==> src/rtl/frame_align_watch_pkg.sv <==
package frame_align_watch_pkg;

    // ------------------------------------------------------------
    // Register map
    // ------------------------------------------------------------
    localparam logic [7:0] MON_ADDR      = 8'h7C;
    localparam logic [7:0] CAL_ADDR      = 8'h7D;
    localparam logic [7:0] MON_RESET     = 8'h2B;
    localparam logic [7:0] CAL_RESET     = 8'h00;
    localparam logic [7:0] READ_ZERO     = 8'h00;

    // ------------------------------------------------------------
    // Field positions
    // ------------------------------------------------------------
    localparam int GLIDE_BIT  = 7;
    localparam int TOL_HI     = 6;
    localparam int TOL_LO     = 4;
    localparam int CAL_BIT    = 0;

    // ------------------------------------------------------------
    // Widths and counts
    // ------------------------------------------------------------
    localparam int              OFS_W     = 16;
    localparam int              UI_W      = 4;
    localparam logic [UI_W-1:0] UI_ONE    = 4'h1;
    localparam logic [UI_W-1:0] UI_ZERO   = 4'h0;
    localparam logic [UI_W-1:0] UI_SAT    = 4'hF;
    localparam logic [OFS_W-1:0] OFS_ZERO = 16'h0000;
    localparam logic [OFS_W-1:0] OFS_ONE  = 16'h0001;

    // ------------------------------------------------------------
    // Timing
    // ------------------------------------------------------------
    localparam int CLK_PERIOD_NS   = 100;
    localparam int GLIDE_STEP_NS   = 1000;
    localparam int GLIDE_DIV       = (GLIDE_STEP_NS + CLK_PERIOD_NS - 1) / CLK_PERIOD_NS;
    localparam int GDIV_W          = 4;
    localparam logic [GDIV_W-1:0] GDIV_LAST = GDIV_W'(GLIDE_DIV - 1);
    localparam logic [GDIV_W-1:0] GDIV_ZERO = 4'h0;
    localparam logic [GDIV_W-1:0] GDIV_ONE  = 4'h1;

    // ------------------------------------------------------------
    // Calibration sequence
    // ------------------------------------------------------------
    typedef enum logic [2:0] {
        CAL_IDLE,
        CAL_HOLD,
        CAL_ZERO,
        CAL_DIVRST,
        CAL_RAMP,
        CAL_DONE
    } cal_state_t;

endpackage : frame_align_watch_pkg

==> src/rtl/frame_align_watch.sv <==
// Operation
// - Glide enabled: offset changes step gradually
// - Calibration bit self-clears when sequence ends
// - Holdover, zero, divider reset, ramp, release
// - Glide forced internally while calibrating; offset ramps to zero and back
// - Holdover held from hold step through ramp; dropped in release step
// - Tolerance code n means beyond n+1 UI
// - Alarm when Sync misaligned beyond tolerance
// - Monitor register at 7C, reset 0x2B
// - Start bit write launches full calibration
`timescale 1ns/1ps

module frame_align_watch
    import frame_align_watch_pkg::*;
(
    // Clock and reset
    input  wire logic             clk_sys,
    input  wire logic             srst,
    // Microprocessor port
    input  wire logic             cs,
    input  wire logic             wr_en,
    input  wire logic             rd_en,
    input  wire logic [7:0]       addr,
    input  wire logic [7:0]       wdata,
    output logic      [7:0]       rdata,
    // Phase offset settings
    input  wire logic             ofs_wr,
    input  wire logic [OFS_W-1:0] ofs_value,
    output logic      [OFS_W-1:0] ofs_applied,
    // Sync monitor
    input  wire logic             sync_in,
    input  wire logic             ref_clk_in,
    input  wire logic             frame_mark,
    input  wire logic             alarm_clr,
    output logic                  sync_alarm,
    // Core control
    output logic                  holdover,
    output logic                  div_reset,
    output logic                  phase_shift_glide
);

    // ------------------------------------------------------------
    // Registers and pin synchronisers
    // ------------------------------------------------------------
    logic [7:0]       mon_r;
    logic             cal_go_r;
    logic [7:0]       rdata_r;
    logic [2:0]       sync_s_r;
    logic [2:0]       ref_s_r;
    logic [OFS_W-1:0] target_r;
    logic [OFS_W-1:0] applied_r;
    logic [GDIV_W-1:0] gdiv_r;
    logic [UI_W-1:0]  since_mark_r;
    logic [UI_W-1:0]  pend_r;
    logic             pend_on_r;
    logic             alarm_r;
    logic             hold_r;
    logic             divrst_r;
    cal_state_t       cal_r;
    cal_state_t       cal_nxt;

    // ------------------------------------------------------------
    // Decode
    // ------------------------------------------------------------
    wire             mon_wr    = cs && wr_en && (addr == MON_ADDR);
    wire             cal_wr    = cs && wr_en && (addr == CAL_ADDR);
    wire             cal_start = cal_wr && wdata[CAL_BIT];
    wire             glide_on  = mon_r[GLIDE_BIT];
    wire [UI_W-1:0]  tol_ui    = {1'b0, mon_r[TOL_HI:TOL_LO]} + UI_ONE;
    wire [7:0]       rd_mux    = (addr == MON_ADDR) ? mon_r :
                                 (addr == CAL_ADDR) ? {7'h00, cal_go_r} : READ_ZERO;
    wire             sync_edge = sync_s_r[1] && !sync_s_r[2];
    wire             ref_edge  = ref_s_r[1] && !ref_s_r[2];
    wire             step_en   = (gdiv_r == GDIV_LAST);

    // ------------------------------------------------------------
    // Register file
    // ------------------------------------------------------------
    always_ff @(posedge clk_sys) begin
        if (srst) begin
            mon_r   <= MON_RESET;
            rdata_r <= READ_ZERO;
        end else begin
            if (mon_wr)
                mon_r <= wdata;
            if (cs && rd_en)
                rdata_r <= rd_mux;
        end
    end

    // Start bit: set by software, cleared by hardware at sequence end
    always_ff @(posedge clk_sys) begin
        if (srst)
            cal_go_r <= 1'b0;
        else if (cal_start && cal_r == CAL_IDLE)
            cal_go_r <= 1'b1;
        else if (cal_r == CAL_DONE)
            cal_go_r <= 1'b0;
    end

    // ------------------------------------------------------------
    // Calibration sequence
    // ------------------------------------------------------------
    wire at_zero   = (applied_r == OFS_ZERO);
    wire at_target = (applied_r == target_r);

    always_comb begin
        cal_nxt = cal_r;
        unique case (cal_r)
            CAL_IDLE:   if (cal_go_r) cal_nxt = CAL_HOLD;
            CAL_HOLD:   cal_nxt = CAL_ZERO;
            CAL_ZERO:   if (at_zero) cal_nxt = CAL_DIVRST;
            CAL_DIVRST: cal_nxt = CAL_RAMP;
            CAL_RAMP:   if (at_target) cal_nxt = CAL_DONE;
            CAL_DONE:   cal_nxt = CAL_IDLE;
        endcase
    end

    wire calibrating = (cal_r != CAL_IDLE);

    always_ff @(posedge clk_sys) begin
        if (srst) begin
            cal_r    <= CAL_IDLE;
            hold_r   <= 1'b0;
            divrst_r <= 1'b0;
        end else begin
            cal_r    <= cal_nxt;
            hold_r   <= (cal_nxt != CAL_IDLE) && (cal_nxt != CAL_DONE);
            divrst_r <= (cal_nxt == CAL_DIVRST);
        end
    end

    // ------------------------------------------------------------
    // Phase offset glide
    // ------------------------------------------------------------
    wire [OFS_W-1:0] goal = (cal_r == CAL_ZERO) ? OFS_ZERO : target_r;
    wire             must_glide = glide_on || calibrating;
    wire [OFS_W-1:0] step_val =
        ($signed(goal) > $signed(applied_r)) ? applied_r + OFS_ONE :
        ($signed(goal) < $signed(applied_r)) ? applied_r - OFS_ONE : applied_r;

    always_ff @(posedge clk_sys) begin
        if (srst)
            gdiv_r <= GDIV_ZERO;
        else if (step_en)
            gdiv_r <= GDIV_ZERO;
        else
            gdiv_r <= gdiv_r + GDIV_ONE;
    end

    always_ff @(posedge clk_sys) begin
        if (srst) begin
            target_r  <= OFS_ZERO;
            applied_r <= OFS_ZERO;
        end else begin
            if (ofs_wr)
                target_r <= ofs_value;
            if (!must_glide)
                applied_r <= goal;
            else if (step_en && cal_r != CAL_HOLD && cal_r != CAL_DIVRST)
                applied_r <= step_val;
        end
    end

    // ------------------------------------------------------------
    // Sync monitor
    // ------------------------------------------------------------
    always_ff @(posedge clk_sys) begin
        if (srst) begin
            sync_s_r <= 3'b000;
            ref_s_r  <= 3'b000;
        end else begin
            sync_s_r <= {sync_s_r[1:0], sync_in};
            ref_s_r  <= {ref_s_r[1:0], ref_clk_in};
        end
    end

    // UI distance from the last frame mark, saturating
    always_ff @(posedge clk_sys) begin
        if (srst)
            since_mark_r <= UI_SAT;
        else if (frame_mark)
            since_mark_r <= UI_ZERO;
        else if (ref_edge && since_mark_r != UI_SAT)
            since_mark_r <= since_mark_r + UI_ONE;
    end

    // A late Sync is checked on its edge; an early one waits for the next mark
    wire late_ok   = (since_mark_r <= tol_ui);
    wire early_bad = pend_on_r && ref_edge && !frame_mark && (pend_r >= tol_ui);
    wire early_ok  = pend_on_r && frame_mark;
    wire misalign  = early_bad;

    always_ff @(posedge clk_sys) begin
        if (srst) begin
            pend_on_r <= 1'b0;
            pend_r    <= UI_ZERO;
        end else if (sync_edge) begin
            pend_on_r <= !late_ok && !frame_mark;
            pend_r    <= UI_ZERO;
        end else if (early_ok || early_bad) begin
            pend_on_r <= 1'b0;
        end else if (pend_on_r && ref_edge) begin
            pend_r    <= pend_r + UI_ONE;
        end
    end

    // Set wins over clear
    always_ff @(posedge clk_sys) begin
        if (srst)
            alarm_r <= 1'b0;
        else if (misalign)
            alarm_r <= 1'b1;
        else if (alarm_clr)
            alarm_r <= 1'b0;
    end

    // ------------------------------------------------------------
    // Outputs
    // ------------------------------------------------------------
    assign rdata             = rdata_r;
    assign ofs_applied       = applied_r;
    assign sync_alarm        = alarm_r;
    assign holdover          = hold_r;
    assign div_reset         = divrst_r;
    assign phase_shift_glide = mon_r[GLIDE_BIT];

endmodule : frame_align_watch

==> config.mk <==
export PLATFORM = sky130hd
export DESIGN_NAME = frame_align_watch
export DESIGN_NICKNAME = d
export VERILOG_FILES = /design/src/rtl/frame_align_watch_pkg.sv /design/src/rtl/frame_align_watch.sv
export SDC_FILE = /design/constraint.sdc
export NUM_CORES = 1
export LEC_CHECK = 0
export BUFFER_PORTS_ARGS = -buffer_cell sky130_fd_sc_hd__clkbuf_2
export CORE_AREA = 3 3 112 114
export DETAILED_ROUTE_END_ITERATION = 6
export DIE_AREA = 0 0 115 117
export HOLD_SLACK_MARGIN = 0.03
export PLACE_DENSITY = 0.65
export SYNTH_ARGS = -nofsm -noshare
export SYNTH_HDL_FRONTEND = slang
export SYNTH_SLANG_ARGS = --single-unit
==> constraint.sdc <==
create_clock -name clk_sys -period 4.55 [get_ports clk_sys]
set_input_delay 0.6825 -clock clk_sys [delete_from_list [all_inputs] [get_ports clk_sys]]
set_output_delay 0.6825 -clock clk_sys [all_outputs]
set_load 0.1 [all_outputs]
==> summary.md <==
In the layout the commonest cells are clkbuf_2, dfxtp_1, nor2_1. Launch instance of the worst min-delay path: sync_s_r[0]. The worst slew slack as a fraction of its limit came out at 34.0%. Based on the critical path, the design can be clocked at up to 0.234 GHz.

The number of nets with antenna violations after routing is 0. Type of origin of the critical path: a register. The design draws 4.42 mW. For this design the ratio of total power to cell area is 789 nW/um2. Worst endpoint required time: 4.78 ns.

The initial DRC count is 169, and the proportion of netlist area held by the largest area contributor is 32.3%. The die covers 13500 um2. The class of the tightest hold or removal check was register to register. Across the whole layout, storage elements account for 1490 um2. The type of the worst setup path was register to register. The amount of wire on met3 after detailed routing is 664 um, and the number of sinks on the clock net is 74. Once placement finished, the instance area stood at 5150 um2.

The tools report the number of max-capacitance violations reported as 0. The number of storage elements in the synthesis netlist works out to 74. The number of flops mapped to enable cells by yosys is 0. With fillers left out, the area of the finished cells amounts to 5600 um2. The tools report the master cell of the clock root buffer as clkbuf_16. The post-placement setup slack was -0.144 ns. Across the VDD grid, the largest voltage drop is 853 uV. For this design the static power due to leakage is 2.61 nW. Summing all multi-input logic gate instances after layout gives 3020 um2.

The time the final worst path needs with I/O delays and setup is 4.27 ns, and the worst setup margin is 0.276 ns. The routed length per placed instance was 15.6 um; the length of routed wiring on met1 was 5370 um. The logs give 5530 um for the met2 layer wire length in the routed design and 0 for the hold violation count in the final report. The top routing layer in use is met4. The number of warnings reported in the yosys synthesis log was 0; the area growth from synthesis to layout was 21.9%. The detail-routed via count per cell was 5.33.

Flip-flop cell with the highest count after synthesis: dfxtp_1. For the worst setup path, the data arrival time is 4.51 ns. The count of pins over their slew limit was 0. The part of the cycle the worst path needs is 93.9%. The run gives 19100 um as the wire length of the first global-routing pass. TritonCTS built the clock tree. The final layout contains 692 nets.

After clock tree synthesis, the clock-pin slew on the worst setup and hold paths is 0.06 ns. STA classifies the critical path endpoint as a register. The flow ran to the end, and the final reports show no timing, DRC or antenna violations.

The tools report the later-pin clock latency in the skew report as 0.33 ns. After filler insertion, the fill cell instance count of the layout stands at 1126. The tools report the aggregate routed wire length as 11700 um. Across the routed clock network, the largest skew measured is 0.00562 ns. Height of the die: 117 um. Of the cells placed in the final design, the portion with a size suffix greater than 1 is 22.5%. For this run, asynchronously set or reset flops after synthesis account for 0%.

The launch instance of the worst register-to-register path was cal_r[0]. The count of distinct cell types in the synthesized netlist is 55. The total number of H-tree levels is 3. The port buffer count works out to 69.

Buffers inserted during clock tree synthesis total 9. The final cell utilization of the core was 48.6%. The leading cell type in the layout, fill and taps excluded is clkbuf_2. For the number of global-route vias before repair, the log shows 3900. The tools report the placeable core area as 11500 um2. In this run the worst setup path begins at cal_r[0]. Setup violations remaining at the end of the flow were counted as 0.

The post-cts hold buffer count was 0. The number of antenna violations at the first check in global routing was 0; the DRC violation count after routing was 0. Summing every instance area after synthesis gives 4590 um2. Routability-driven placement finished with a final weighted congestion of 0.885. The number of diodes is 0, and the detailed-route via count is 4008. The clock tree buffer depth was 2; the mean cell area of the mapped netlist was 8.78 um2. By area the synthesized netlist is led by dfxtp_1, ha_1, mux2i_1, nor2_1, xor2_1. The tools report the total congestion overflow after global routing as 0.

The net count of the mapped netlist is 611. Entering global routing, the biggest net connects 38 pins. Pin placement for this block handled 70 I/O pins. Once detailed placement completed, the half-perimeter wirelength came to 8840 um. Setup repair after global routing could not meet its margin everywhere.

The instance count of the mapped netlist was 523; the measured slew at the worst slew-check pin was 0.988 ns. The initial utilization of the core area, before any placement, comes to 39.9%. The synthesized design spends more area on one cell type than any other, namely dfxtp_1. Sequential elements use 32.3% of the synthesized area.

Along the worst path, the maximum fanout reaches 6. The logs give 0.432 ns for the final worst hold slack and 39 for the row count. Across every metal layer, demand over resource in global routing totals 17.9%. The number of optimization iterations in the first detailed-route pass is 4.

In this run the horizontal extent of the chip is 115 um.
## power breakdown
group / leakage [nW] / total, mW / switching, mW / internal [mW]
logic: 1.85 / 2.79 / 1.75 / 1.03
clock network: 0.152 / 0.732 / 0.276 / 0.456
registers: 0.608 / 0.899 / 0.147 / 0.752
## layout make-up
type                       count  area share [%]
tap                          143            3.20
clock buffer                  11            4.51
clock inverter                 5            1.07
multi-input combinational    402            54.0
inverter                      30            2.01
sequential                    74            26.6
timing repair buffer          87            8.58
## cell usage after synthesis, types with 2 or more instances
master	n
a22oi_1	8
and3_1	5
and4_1	3
a21o_1	4
nand4_1	6
inv_1	30
xnor2_1	14
nand3_1	5
nand3b_1	3
o21ai_0	15
a21oi_1	28
nor3_1	11
mux2i_1	40
nor4_1	10
dfxtp_1	74
clkbuf_1	14
and2_2	2
nand2b_1	6
clkbuf_8	2
a31oi_1	2
and2_1	14
ha_1	45
a211oi_1	16
nor2_1	65
o211ai_1	4
nor2b_1	12
xor2_1	25
nor3b_1	3
nand2_1	30
or2b_2	2
## kinds of logic after synthesis
| kind of cell | synth area share [%] |
|---|---|
| AND/OR/NAND/NOR | 20.4 |
| multiplexers | 8.96 |
| XOR/XNOR | 7.44 |
| adder cells (fa/ha/maj) | 12.7 |
| flip-flops | 32.3 |
| AO/OA/AOI/OAI | 13.8 |
| buffers and inverters | 4.47 |
## state kept, by name, summed over array words and instances, names as in the netlist, 3 cells and up
name          flops
ofs_applied      16
target_r         16
mon_r             8
rdata             8
gdiv_r            4
pend_r            4
since_mark_r      4
cal_r             3
ref_s_r           3
sync_s_r          3
## stage by stage
step | TNS, ns | instances
floorplan | 0 | 523
global placement | 0 | 733
detailed placement | -0.168 | 733
CTS | 0 | 751
global route | -0.00977 | 752
finish | 0 | 752
## critical path, cell delays in order, from the launching register on
cell	delay, ns
dfxtp_1	0.33
nor2_4	0.17
nand2_4	0.09
and2_1	0.19
ha_1	0.30
and4_1	0.18
nand3_1	0.11
o21bai_2	0.23
a31oi_4	0.15
o21ai_2	0.07
or2_4	0.29
ha_1	0.30
a21o_4	0.23
a2111oi_4	0.42
o21bai_2	0.12
a41oi_2	0.25
o41ai_2	0.09
nor2_1	0.14
and4bb_1	0.22
a2111oi_4	0.31
## metal layers
layer	track usage [%]	vias up
met2	30.2	111
met5	0	-
li1	-	2003
met3	4.47	15
met4	5.71	0
met1	22.4	1879
## final timing paths
| path | end | slack (ns) | depth (start not counted) |
|---|---|---|---|
| setup / recovery | ofs_applied[15] | 0.28 | 19 |
| hold / removal | sync_s_r[1] | 0.43 | 1 |
| setup reg to reg | ofs_applied[15] | 0.28 | 19 |
| hold reg to reg | sync_s_r[1] | 0.43 | 1 |
## repair_timing
| item | CTS | global route |
|---|---|---|
| buffers inserted | 1 | 1 |
| gates resized for setup | 2 | 20 |
| pin swaps | 3 | 14 |
| setup endpoints to repair | 2 | 8 |
| gates cloned | 1 | 0 |
Power figures use the tool's default switching activity.
